## src/wut_pkg.sv

```systemverilog
package wut_pkg;

  // ------------------------------------------------------------
  // clock and ring oscillator timing
  // ------------------------------------------------------------
  localparam int unsigned CLK_PERIOD_NS = 100;
  // ring oscillator period, modelled as an enable from a divider
  localparam int unsigned RING_PERIOD_NS = 1000;
  localparam int unsigned RING_TICK_CYCLES =
    (RING_PERIOD_NS + CLK_PERIOD_NS - 1) / CLK_PERIOD_NS;
  localparam logic [7:0] RING_TICK_LAST = 8'(RING_TICK_CYCLES - 1);

  // ------------------------------------------------------------
  // register map: printed offsets are indices, byte address is 4x
  // ------------------------------------------------------------
  localparam logic [5:0] IDX_CONTROL = 6'h04;
  localparam logic [5:0] IDX_VALUE = 6'h05;
  localparam logic [5:0] IDX_IRQ_STATUS = 6'h06;
  localparam logic [5:0] IDX_IRQ_MASK = 6'h07;
  localparam logic [7:0] ADDR_CONTROL = {IDX_CONTROL, 2'h0};
  localparam logic [7:0] ADDR_VALUE = {IDX_VALUE, 2'h0};
  localparam logic [7:0] ADDR_IRQ_STATUS = {IDX_IRQ_STATUS, 2'h0};
  localparam logic [7:0] ADDR_IRQ_MASK = {IDX_IRQ_MASK, 2'h0};

  // ------------------------------------------------------------
  // fields and reset values
  // ------------------------------------------------------------
  localparam int unsigned CTRL_RUN_BIT = 0;
  localparam int unsigned CTRL_DONE_BIT = 1;
  localparam int unsigned IRQ_DONE_BIT = 0;
  localparam logic [15:0] VALUE_RST = 16'h0000;
  localparam logic [15:0] COUNT_ONE = 16'h0001;
  localparam logic [7:0] IRQ_MASK_RST = 8'h00;
  localparam logic [7:0] IRQ_STATUS_RST = 8'h00;
  localparam logic [1:0] RESP_OKAY = 2'h0;
  localparam logic [1:0] RESP_SLVERR = 2'h2;

  // ------------------------------------------------------------
  // down-counter states
  // ------------------------------------------------------------
  typedef enum logic [2:0] {
    WUT_ST_IDLE = 3'h1,
    WUT_ST_RUN = 3'h2,
    WUT_ST_ZERO = 3'h4
  } wut_state_t;

endpackage

```

## src/wut_downcnt.sv

```systemverilog
module wut_downcnt (
  // clock and reset
  input wire logic clk_sys,
  input wire logic arst_n,
  // control
  input wire logic ring_tick,
  input wire logic run,
  input wire logic [15:0] start_value,
  // status
  output logic [15:0] count_q,
  output logic done_q
);

  wut_pkg::wut_state_t state_q;
  logic run_prev_q;
  logic at_last;

  assign at_last = (count_q == wut_pkg::COUNT_ONE) || (count_q == wut_pkg::VALUE_RST);

  always_ff @(posedge clk_sys or negedge arst_n) begin
    if (!arst_n) begin
      run_prev_q <= 1'b0;
    end else begin
      run_prev_q <= run;
    end
  end

  always_ff @(posedge clk_sys or negedge arst_n) begin
    if (!arst_n) begin
      state_q <= wut_pkg::WUT_ST_IDLE;
      count_q <= wut_pkg::VALUE_RST;
      done_q <= 1'b0;
    end else begin
      done_q <= 1'b0;
      if (!run) begin
        state_q <= wut_pkg::WUT_ST_IDLE;
        count_q <= wut_pkg::VALUE_RST;
      end else if (!run_prev_q) begin
        state_q <= wut_pkg::WUT_ST_RUN;
        count_q <= start_value;
      end else begin
        case (state_q)
          wut_pkg::WUT_ST_RUN: begin
            if (ring_tick) begin
              if (at_last) begin
                count_q <= wut_pkg::VALUE_RST;
                state_q <= wut_pkg::WUT_ST_ZERO;
                done_q <= 1'b1;
              end else begin
                count_q <= count_q - wut_pkg::COUNT_ONE;
              end
            end
          end
          wut_pkg::WUT_ST_ZERO: begin
            count_q <= wut_pkg::VALUE_RST;
          end
          wut_pkg::WUT_ST_IDLE: begin
            state_q <= wut_pkg::WUT_ST_IDLE;
          end
          default: begin
            state_q <= wut_pkg::WUT_ST_IDLE;
            count_q <= wut_pkg::VALUE_RST;
          end
        endcase
      end
    end
  end

endmodule

```

## src/wut_top.sv

```systemverilog
// Design decision made here: register access over AXI4-Lite.
module wut_top (
  // clock and reset
  input wire logic clk_sys,
  input wire logic arst_n,
  // axi4-lite write address
  input wire logic s_axi_awvalid,
  output logic s_axi_awready,
  input wire logic [7:0] s_axi_awaddr,
  input wire logic [2:0] s_axi_awprot,
  // axi4-lite write data
  input wire logic s_axi_wvalid,
  output logic s_axi_wready,
  input wire logic [31:0] s_axi_wdata,
  input wire logic [3:0] s_axi_wstrb,
  // axi4-lite write response
  output logic s_axi_bvalid,
  input wire logic s_axi_bready,
  output logic [1:0] s_axi_bresp,
  // axi4-lite read address
  input wire logic s_axi_arvalid,
  output logic s_axi_arready,
  input wire logic [7:0] s_axi_araddr,
  input wire logic [2:0] s_axi_arprot,
  // axi4-lite read data
  output logic s_axi_rvalid,
  input wire logic s_axi_rready,
  output logic [31:0] s_axi_rdata,
  output logic [1:0] s_axi_rresp,
  // interrupt
  output logic irq
);

  // ------------------------------------------------------------
  // declarations
  // ------------------------------------------------------------
  logic [7:0] ring_div_q;
  logic ring_tick_q;
  logic aw_have_q;
  logic [7:0] aw_addr_q;
  logic w_have_q;
  logic [31:0] w_data_q;
  logic [3:0] w_strb_q;
  logic bvalid_q;
  logic [1:0] bresp_q;
  logic rvalid_q;
  logic [31:0] rdata_q;
  logic [1:0] rresp_q;
  logic wr_commit;
  logic wr_hit_ctrl;
  logic wr_hit_value;
  logic wr_hit_status;
  logic wr_hit_mask;
  logic wr_mapped;
  logic ar_take;
  logic run_q;
  logic run_d;
  logic run_change;
  logic [15:0] start_q;
  logic done_flag_q;
  logic [15:0] count_live;
  logic count_done;
  logic [15:0] count_view_q;
  logic [7:0] irq_status_q;
  logic [7:0] irq_mask_q;
  logic [7:0] irq_set;
  logic [7:0] ctrl_rd;
  logic [15:0] value_rd;
  logic [31:0] rd_word;
  logic rd_mapped;

  // ------------------------------------------------------------
  // ring oscillator rate
  // ------------------------------------------------------------
  // a one-cycle enable keeps the counter on the system clock and avoids
  // a second domain, at the price of a ring rate tied to the divider
  always_ff @(posedge clk_sys or negedge arst_n) begin
    if (!arst_n) begin
      ring_div_q <= 8'h00;
      ring_tick_q <= 1'b0;
    end else if (ring_div_q == wut_pkg::RING_TICK_LAST) begin
      ring_div_q <= 8'h00;
      ring_tick_q <= 1'b1;
    end else begin
      ring_div_q <= ring_div_q + 8'h01;
      ring_tick_q <= 1'b0;
    end
  end

  // ------------------------------------------------------------
  // write address and data capture
  // ------------------------------------------------------------
  assign s_axi_awready = !aw_have_q && !bvalid_q;
  assign s_axi_wready = !w_have_q && !bvalid_q;
  assign wr_commit = aw_have_q && w_have_q && !bvalid_q;

  always_ff @(posedge clk_sys or negedge arst_n) begin
    if (!arst_n) begin
      aw_have_q <= 1'b0;
      aw_addr_q <= 8'h00;
    end else if (s_axi_awvalid && s_axi_awready) begin
      aw_have_q <= 1'b1;
      aw_addr_q <= s_axi_awaddr;
    end else if (wr_commit) begin
      aw_have_q <= 1'b0;
    end
  end

  always_ff @(posedge clk_sys or negedge arst_n) begin
    if (!arst_n) begin
      w_have_q <= 1'b0;
      w_data_q <= 32'h00000000;
      w_strb_q <= 4'h0;
    end else if (s_axi_wvalid && s_axi_wready) begin
      w_have_q <= 1'b1;
      w_data_q <= s_axi_wdata;
      w_strb_q <= s_axi_wstrb;
    end else if (wr_commit) begin
      w_have_q <= 1'b0;
    end
  end

  // ------------------------------------------------------------
  // write decode and response
  // ------------------------------------------------------------
  assign wr_hit_ctrl = wr_commit && (aw_addr_q == wut_pkg::ADDR_CONTROL);
  assign wr_hit_value = wr_commit && (aw_addr_q == wut_pkg::ADDR_VALUE);
  assign wr_hit_status = wr_commit && (aw_addr_q == wut_pkg::ADDR_IRQ_STATUS);
  assign wr_hit_mask = wr_commit && (aw_addr_q == wut_pkg::ADDR_IRQ_MASK);
  assign wr_mapped = wr_hit_ctrl || wr_hit_value || wr_hit_status || wr_hit_mask;

  always_ff @(posedge clk_sys or negedge arst_n) begin
    if (!arst_n) begin
      bvalid_q <= 1'b0;
      bresp_q <= wut_pkg::RESP_OKAY;
    end else if (wr_commit) begin
      bvalid_q <= 1'b1;
      bresp_q <= wr_mapped ? wut_pkg::RESP_OKAY : wut_pkg::RESP_SLVERR;
    end else if (s_axi_bready) begin
      bvalid_q <= 1'b0;
    end
  end

  assign s_axi_bvalid = bvalid_q;
  assign s_axi_bresp = bresp_q;

  // ------------------------------------------------------------
  // control register: run enable
  // ------------------------------------------------------------
  // the done flag is hardware owned; a written value on its bit is dropped
  always_comb begin
    run_d = run_q;
    if (wr_hit_ctrl && w_strb_q[0]) begin
      run_d = w_data_q[wut_pkg::CTRL_RUN_BIT];
    end
  end

  assign run_change = run_d != run_q;

  always_ff @(posedge clk_sys or negedge arst_n) begin
    if (!arst_n) begin
      run_q <= 1'b0;
    end else begin
      run_q <= run_d;
    end
  end

  // ------------------------------------------------------------
  // stored start value
  // ------------------------------------------------------------
  // writes always land here, running or not, so the next arm reuses it
  always_ff @(posedge clk_sys or negedge arst_n) begin
    if (!arst_n) begin
      start_q <= wut_pkg::VALUE_RST;
    end else if (wr_hit_value) begin
      if (w_strb_q[0]) begin
        start_q[7:0] <= w_data_q[7:0];
      end
      if (w_strb_q[1]) begin
        start_q[15:8] <= w_data_q[15:8];
      end
    end
  end

  // ------------------------------------------------------------
  // down-counter
  // ------------------------------------------------------------
  wut_downcnt u_downcnt (
    .clk_sys(clk_sys),
    .arst_n(arst_n),
    .ring_tick(ring_tick_q),
    .run(run_q),
    .start_value(start_q),
    .count_q(count_live),
    .done_q(count_done)
  );

  // the view register gives software one settled copy per cycle; the
  // counter may still step between two reads, hence the reread advice
  always_ff @(posedge clk_sys or negedge arst_n) begin
    if (!arst_n) begin
      count_view_q <= wut_pkg::VALUE_RST;
    end else begin
      count_view_q <= count_live;
    end
  end

  // ------------------------------------------------------------
  // done flag
  // ------------------------------------------------------------
  // a zero event in the same cycle as an enable change still sets the flag
  always_ff @(posedge clk_sys or negedge arst_n) begin
    if (!arst_n) begin
      done_flag_q <= 1'b0;
    end else if (count_done && run_q) begin
      done_flag_q <= 1'b1;
    end else if (run_change) begin
      done_flag_q <= 1'b0;
    end
  end

  // ------------------------------------------------------------
  // interrupt status and mask
  // ------------------------------------------------------------
  always_comb begin
    irq_set = 8'h00;
    irq_set[wut_pkg::IRQ_DONE_BIT] = count_done && run_q;
  end

  always_ff @(posedge clk_sys or negedge arst_n) begin
    if (!arst_n) begin
      irq_status_q <= wut_pkg::IRQ_STATUS_RST;
    end else if (wr_hit_status && w_strb_q[0]) begin
      irq_status_q <= (irq_status_q & ~w_data_q[7:0]) | irq_set;
    end else begin
      irq_status_q <= irq_status_q | irq_set;
    end
  end

  always_ff @(posedge clk_sys or negedge arst_n) begin
    if (!arst_n) begin
      irq_mask_q <= wut_pkg::IRQ_MASK_RST;
    end else if (wr_hit_mask && w_strb_q[0]) begin
      irq_mask_q <= w_data_q[7:0];
    end
  end

  assign irq = |(irq_status_q & irq_mask_q);

  // ------------------------------------------------------------
  // read path
  // ------------------------------------------------------------
  assign ar_take = s_axi_arvalid && s_axi_arready;
  assign s_axi_arready = !rvalid_q;

  always_comb begin
    ctrl_rd = 8'h00;
    ctrl_rd[wut_pkg::CTRL_RUN_BIT] = run_q;
    ctrl_rd[wut_pkg::CTRL_DONE_BIT] = done_flag_q;
  end

  assign value_rd = run_q ? count_view_q : start_q;

  always_comb begin
    rd_word = 32'h00000000;
    rd_mapped = 1'b1;
    case (s_axi_araddr)
      wut_pkg::ADDR_CONTROL: begin
        rd_word[7:0] = ctrl_rd;
      end
      wut_pkg::ADDR_VALUE: begin
        rd_word[15:0] = value_rd;
      end
      wut_pkg::ADDR_IRQ_STATUS: begin
        rd_word[7:0] = irq_status_q;
      end
      wut_pkg::ADDR_IRQ_MASK: begin
        rd_word[7:0] = irq_mask_q;
      end
      default: begin
        rd_mapped = 1'b0;
      end
    endcase
  end

  always_ff @(posedge clk_sys or negedge arst_n) begin
    if (!arst_n) begin
      rvalid_q <= 1'b0;
      rdata_q <= 32'h00000000;
      rresp_q <= wut_pkg::RESP_OKAY;
    end else if (ar_take) begin
      rvalid_q <= 1'b1;
      rdata_q <= rd_word;
      rresp_q <= rd_mapped ? wut_pkg::RESP_OKAY : wut_pkg::RESP_SLVERR;
    end else if (s_axi_rready) begin
      rvalid_q <= 1'b0;
    end
  end

  assign s_axi_rvalid = rvalid_q;
  assign s_axi_rdata = rdata_q;
  assign s_axi_rresp = rresp_q;

endmodule
```

## config.mk

```make
export PLATFORM = sky130hd
export DESIGN_NAME = wut_top
export DESIGN_NICKNAME = d
export VERILOG_FILES = /design/src/wut_pkg.sv /design/src/wut_downcnt.sv /design/src/wut_top.sv
export SDC_FILE = /design/constraint.sdc
export NUM_CORES = 1
export LEC_CHECK = 0
export ABC_AREA = 1
export BUFFER_PORTS_ARGS = -buffer_cell sky130_fd_sc_hd__buf_2
export CORE_UTILIZATION = 45
export DETAILED_ROUTE_END_ITERATION = 12
export MAX_ROUTING_LAYER = met4
export PLACE_DENSITY = 0.64
export RECOVER_POWER = 50
export SLEW_MARGIN = 30
export SYNTH_ARGS = -nofsm -noshare
export SYNTH_HDL_FRONTEND = slang
export SYNTH_SLANG_ARGS = --single-unit
export TNS_END_PERCENT = 5
```

## constraint.sdc

```tcl
create_clock -name clk_sys -period 2 [get_ports clk_sys]
set_clock_uncertainty 0.1 [all_clocks]
set_input_delay 0.1 -clock clk_sys [delete_from_list [all_inputs] [get_ports clk_sys]]
set_output_delay 0.1 -clock clk_sys [all_outputs]
set_load 0.01 [all_outputs]
```

* Word level (Yosys, flattened, before mapping) *
Index checks and enable logic that the tools add are counted.

word-level totals
  input port bits = 65
  word-level logic and storage cells = 117
  register bits = 130

operators by class
  equal/unequal tests = 18
  add/sub/neg operators = 2
  reduce and logical (&&, ||, !) cells = 35
  bitwise gates (word level) = 5
  mux-type cells = 34

operators with widths
  operator                                                              number
  16-bit two-way mux                                                    5
  8-bit by 5-bit == test with 1-bit output, second input constant       8
  16-bit case mux with 2 select lines                                   1
  8-bit case mux with 4 select lines                                    1
  8-bit two-way mux                                                     3
  1-bit two-way mux                                                     17
  8-bit AND                                                             2
  16-bit by 1-bit == test with 1-bit output, second input constant      1
  16-bit zero test                                                      1
  8-bit by 1-bit bitwise OR with 8-bit output                           2
  16-bit by 1-bit subtractor with 16-bit output, second input constant  1
  1-bit logical AND                                                     15
  3-bit two-way mux                                                     4
  2-bit nonzero test                                                    5
  8-bit by 1-bit adder with 8-bit output, second input constant         1
  8-bit by 4-bit == test with 1-bit output, second input constant       1
  4-bit inequality test, second input constant                          2
  8-bit inverter                                                        1
  8-bit OR reduction                                                    1
  3-bit inequality test, second input constant                          2
  3-bit case mux with 2 select lines                                    1
  2-bit AND reduction                                                   3
  1-bit zero test                                                       4
  1-bit logical OR                                                      4
  7 further kinds                                                       8

* Logic depth before layout (Yosys ltp) *
  depth after elaboration = 8
  gate-level depth with buffers = 11
  gate-level depth less buffers = 11

* Modules after synthesis *
From an unflattened synthesis, not the netlist that was laid out.

unflattened totals
  cells, all modules = 686
  area total of the unflattened synthesis = 6,195.9 µm²

by module, submodules not included
  module       cells each  area each (µm²)  times used
  wut_top      483         4,770.8          1
  wut_downcnt  203         1,425.1          1

* Worst setup path before layout *
No wires, ideal clock.

  path kind = reg2reg
  from = register u_downcnt.count_q[0]
  to = register u_downcnt.count_q[5]
  path buffers = 0
  data arrival time = 1,383 ps
  setup time = 117 ps
  period minus slack after synthesis = 1,600 ps
  cell stages (with the launch flop) = 12
  setup slack = 400 ps
  data required time = 1,783 ps
  path through = dfrtp_1 inv_1 ha_1 inv_1 nand2_1 nand3_1 nor2_1 nand2_1 nand2_1 o21ai_0 nand2_1 nand2_1

between the ends
  word-level cells in the longest chain between the ends = 7
  elaborated cells on any way between the ends = 9
  classes of those cells = 1 x add/sub; 1 x eq/ne; 5 x mux; 2 x reduce/logical

RTL lines
  what                                                                                   RTL line           text
  start: declaration                                                                     wut_downcnt.sv:10  output logic [15:0] count_q,
  start signal: assignment                                                               wut_downcnt.sv:31  count_q <= wut_pkg::VALUE_RST;
  start signal: assignment                                                               wut_downcnt.sv:37  count_q <= wut_pkg::VALUE_RST;
  start signal: assignment                                                               wut_downcnt.sv:40  count_q <= start_value;
  branches (longest 2 deep; another with 16-bit by 1-bit subtractor with 16-bit output)  -
  16-bit two-way mux *                                                                   wut_downcnt.sv:45  if (at_last) begin
  16-bit two-way mux *                                                                   wut_downcnt.sv:44  if (ring_tick) begin
  16-bit case mux with 2 select lines *                                                  wut_downcnt.sv:42  case (state_q)
  16-bit two-way mux *                                                                   wut_downcnt.sv:38  end else if (!run_prev_q) begin
  16-bit two-way mux *                                                                   wut_downcnt.sv:35  if (!run) begin

Every way passes the cells marked *. The select of a mux whose other input is x is not followed.
A chain may end at the register's enable or synchronous reset.

* Worst setup path after layout *
  from = register u_downcnt.run_prev_q
  to = register u_downcnt.count_q[3]

between the ends
  word-level cells in the longest chain between the ends = 2
  elaborated cells on any way between the ends = 5
  classes of those cells = 2 x eq/ne; 2 x mux; 1 x reduce/logical

RTL lines
  what                                                                 RTL line           text
  start: declaration                                                   wut_downcnt.sv:15  logic run_prev_q;
  start signal: assignment                                             wut_downcnt.sv:24  run_prev_q <= run;
  4-bit inequality test (no line), or another cell as far along        -
  2-bit AND reduction (no line) or 16-bit two-way mux (tied branches)  -

Several ways; a longest one is shown, not always the timed one.

==> flow_summary.json <==
{
  "gp_congestion": 0.900,
  "grt_max_degree": 44,
  "pin_count": 107,
  "avgSynthCellArea_um2": 8.83,
  "layout-drive-gt1-share_pct": 17.7,
  "drv_slew": 0,
  "place_inst": 915,
  "vias": 4879,
  "cts_made_buffers": 17,
  "hold_slack_ns": 0.0436,
  "ys_seq_area_share_pct": 53.7,
  "power_mw": 8.24,
  "hold_depth": 4,
  "dr.pass1.iters": 5,
  "holdPathEnd": "w_have_q$_DFFE_PN0P_",
  "nNetsFinal": 862,
  "ys_seq_elements": 128,
  "rr_worst_depth": 8,
  "hold_path_startpoint": "s_axi_wvalid",
  "place_area_mm2": 0.00654,
  "reg2reg_from": "u_downcnt.run_prev_q$_DFF_PN0_",
  "viasPerCell": 5.00,
  "place_ws_ns": 0.107,
  "antenna_left": 0,
  "syn-instance-count": 676,
  "hp-class": "in -> reg",
  "fin_tns_setup_ns": 0,
  "maxCapViolCount": 0,
  "rrSetupSlack_ns": 0.21,
  "ir_worst_vdd_v": 0.000692,
  "cp.required_ns": 2.20,
  "worstPathArrival_ns": 1.99,
  "cts.sinks": 128,
  "cp-start-kind": "register",
  "core_area_mm2": 0.0128,
  "r2r_end": "u_downcnt.count_q[3]$_DFFE_PN0P_",
  "rsz0062_at_grt": "false",
  "final_common_cell": "nand2_1",
  "synthFlopType": "dfrtp_1",
  "htree_levels": 4,
  "fin_ws_ns": 0.214,
  "die-area_mm2": 0.0137,
  "synth_area_mm2": 0.00597,
  "layout_common_cells": "nand2_1 (156), dfrtp_1 (127), nor2_1 (86)",
  "antenna_found_initial": 0,
  "gr-total-overflow": 0,
  "rows": 41,
  "p_per_area_mw_per_mm2": 1120,
  "portBuffers": 64,
  "worstSetupPathType": "reg -> reg",
  "postLayoutCellArea_mm2": 0.00738,
  "tightest_slew_ns": 1.05,
  "start_util_pct": 46.7,
  "drc": 0,
  "fin_crit_sh_pct": 89.3,
  "grt_pass1_vias": 4837,
  "die_y_um": 117,
  "cts_root_buf": "clkbuf_16",
  "period_needed_ns": 1.79,
  "hold_violations": 0,
  "hpwl_um": 9500,
  "layout.cells.non_filler": 976,
  "drt-total-wl_um": 13800,
  "die_w_um": 117,
  "grt_use_total_pct": 23.2,
  "cts.clk_slew.worst_paths_ns": 0.06,
  "postCtsSetupRepairBufs": 0,
  "yosysWarnings": 0,
  "final_util_pct": 57.8,
  "path_max_fanout": 16,
  "endpoint_kind": "register",
  "timing.fmax_mhz": 560,
  "leakage_nw": 3.81,
  "cts_tree": "done",
  "synth_edf_count": 0,
  "worstSkewPairLatency_ns": 0.41,
  "grt_pass1_wl_um": 23200,
  "synthArstFlopShare_pct": 100,
  "area_growth_pct": 23.7,
  "first_iter_violations": 294,
  "setup_violations": 0,
  "clock_path_buffers": 2,
  "yosysUniqueCellTypes": 37,
  "slew_headroom_pct": 30.0,
  "n_antenna_cell": 0,
  "wl_per_cell_um": 14.1,
  "outcome": "complete, no violations"
}
worst max-delay path, cell delays in order, from the launching register on:
cell and delay [ns]:
dfrtp_1 0.54, nand2_1 0.14, nor2_2 0.14, inv_2 0.05
or2_4 0.24, o21ai_4 0.13, nor2_4 0.16, nand2_1 0.11
nand2_1 0.06
kinds of logic (layout without fill, tap and decap cells):
kind of cell | after synthesis | after routing | share of synthesized area, %
compound gates | 86 | 86 | 8.47
xor+xnor | 10 | 10 | 1.47
fa+ha+maj | 5 | 5 | 1.05
buf+inv | 110 | 221 | 8.40
flops | 128 | 128 | 53.7
mux | 25 | 25 | 4.72
other cells | 1 | 18 | 0.0628
simple gates | 311 | 311 | 22.2
synthesized netlist by cell type (3+ instances only):
library cell | number | share of area (%)
nand4_1 | 8 | 0.84
dfrtp_1 | 127 | 53
a21oi_1 | 37 | 3.1
o21ai_0 | 23 | 1.9
o22ai_1 | 8 | 0.84
nor2_1 | 87 | 5.5
nor3_1 | 5 | 0.42
buf_2 | 5 | 0.42
o41ai_1 | 8 | 1.2
inv_1 | 72 | 4.5
ha_1 | 5 | 1.0
a21boi_0 | 3 | 0.38
mux2_2 | 25 | 4.7
nand2_1 | 157 | 9.9
xor2_1 | 8 | 1.2
buf_4 | 18 | 2.3
nand3_1 | 43 | 3.6
clkbuf_1 | 11 | 0.69
area by class of cell:
class                   count  area [um2]
clock buffers              23         478
clock inverters             8         104
fillers                  1146        5390
inverters                  74         278
multi-input cells         455        2340
flip-flops and latches    128        3200
well taps                 172         215
repair buffers            116         767
where the power goes:
group | total (mW) | switching (mW) | leakage, nW | internal, mW
registers | 3.51 | 0.408 | 1.69 | 3.10
clock network | 3.05 | 1.12 | 0.284 | 1.93
logic | 1.68 | 0.968 | 1.84 | 0.710
total | 8.24 | 2.50 | 3.81 | 5.75
registers in the layout, indices dropped and copies added (netlist names), 16 cells and up:
signal and cells:
count_view_q 16, u_downcnt.count_q 16, s_axi_rdata 16, w_data_q 16, start_q 16
per-layer routing:
metal  GRT usage [%]  wire length (um)  vias up
met5               -                 0        -
met4            11.7               412        0
met3            4.07               581       35
met2            36.4              6520      141
met1            28.9              6260     2320
li1                -                 -     2383
worst max-delay path by stage:
stage	startpoint	to	slack, ns
5_1_grt	arst_n	u_downcnt.count_q[11]$_DFFE_PN0P_	0.008
6_report	u_downcnt.run_prev_q$_DFF_PN0_	u_downcnt.count_q[3]$_DFFE_PN0P_	0.21
3_3_place_gp	u_downcnt.count_q[0]$_DFFE_PN0P_	u_downcnt.count_q[6]$_DFFE_PN0P_	0.19
3_5_place_dp	u_downcnt.count_q[0]$_DFFE_PN0P_	u_downcnt.count_q[6]$_DFFE_PN0P_	0.11
4_1_cts	u_downcnt.count_q[0]$_DFFE_PN0P_	u_downcnt.count_q[6]$_DFFE_PN0P_	0.08
2_1_floorplan	u_downcnt.count_q[0]$_DFFE_PN0P_	u_downcnt.count_q[5]$_DFFE_PN0P_	0.40
timing repair:
item / 4_1_cts / 5_1_grt
setup endpoints to repair: 0 / 13
hold endpoints to repair: 67 / 0
gates resized for setup: 0 / 3
hold buffers: 30 / 0
No activity file was read; power rests on OpenSTA's default activity.
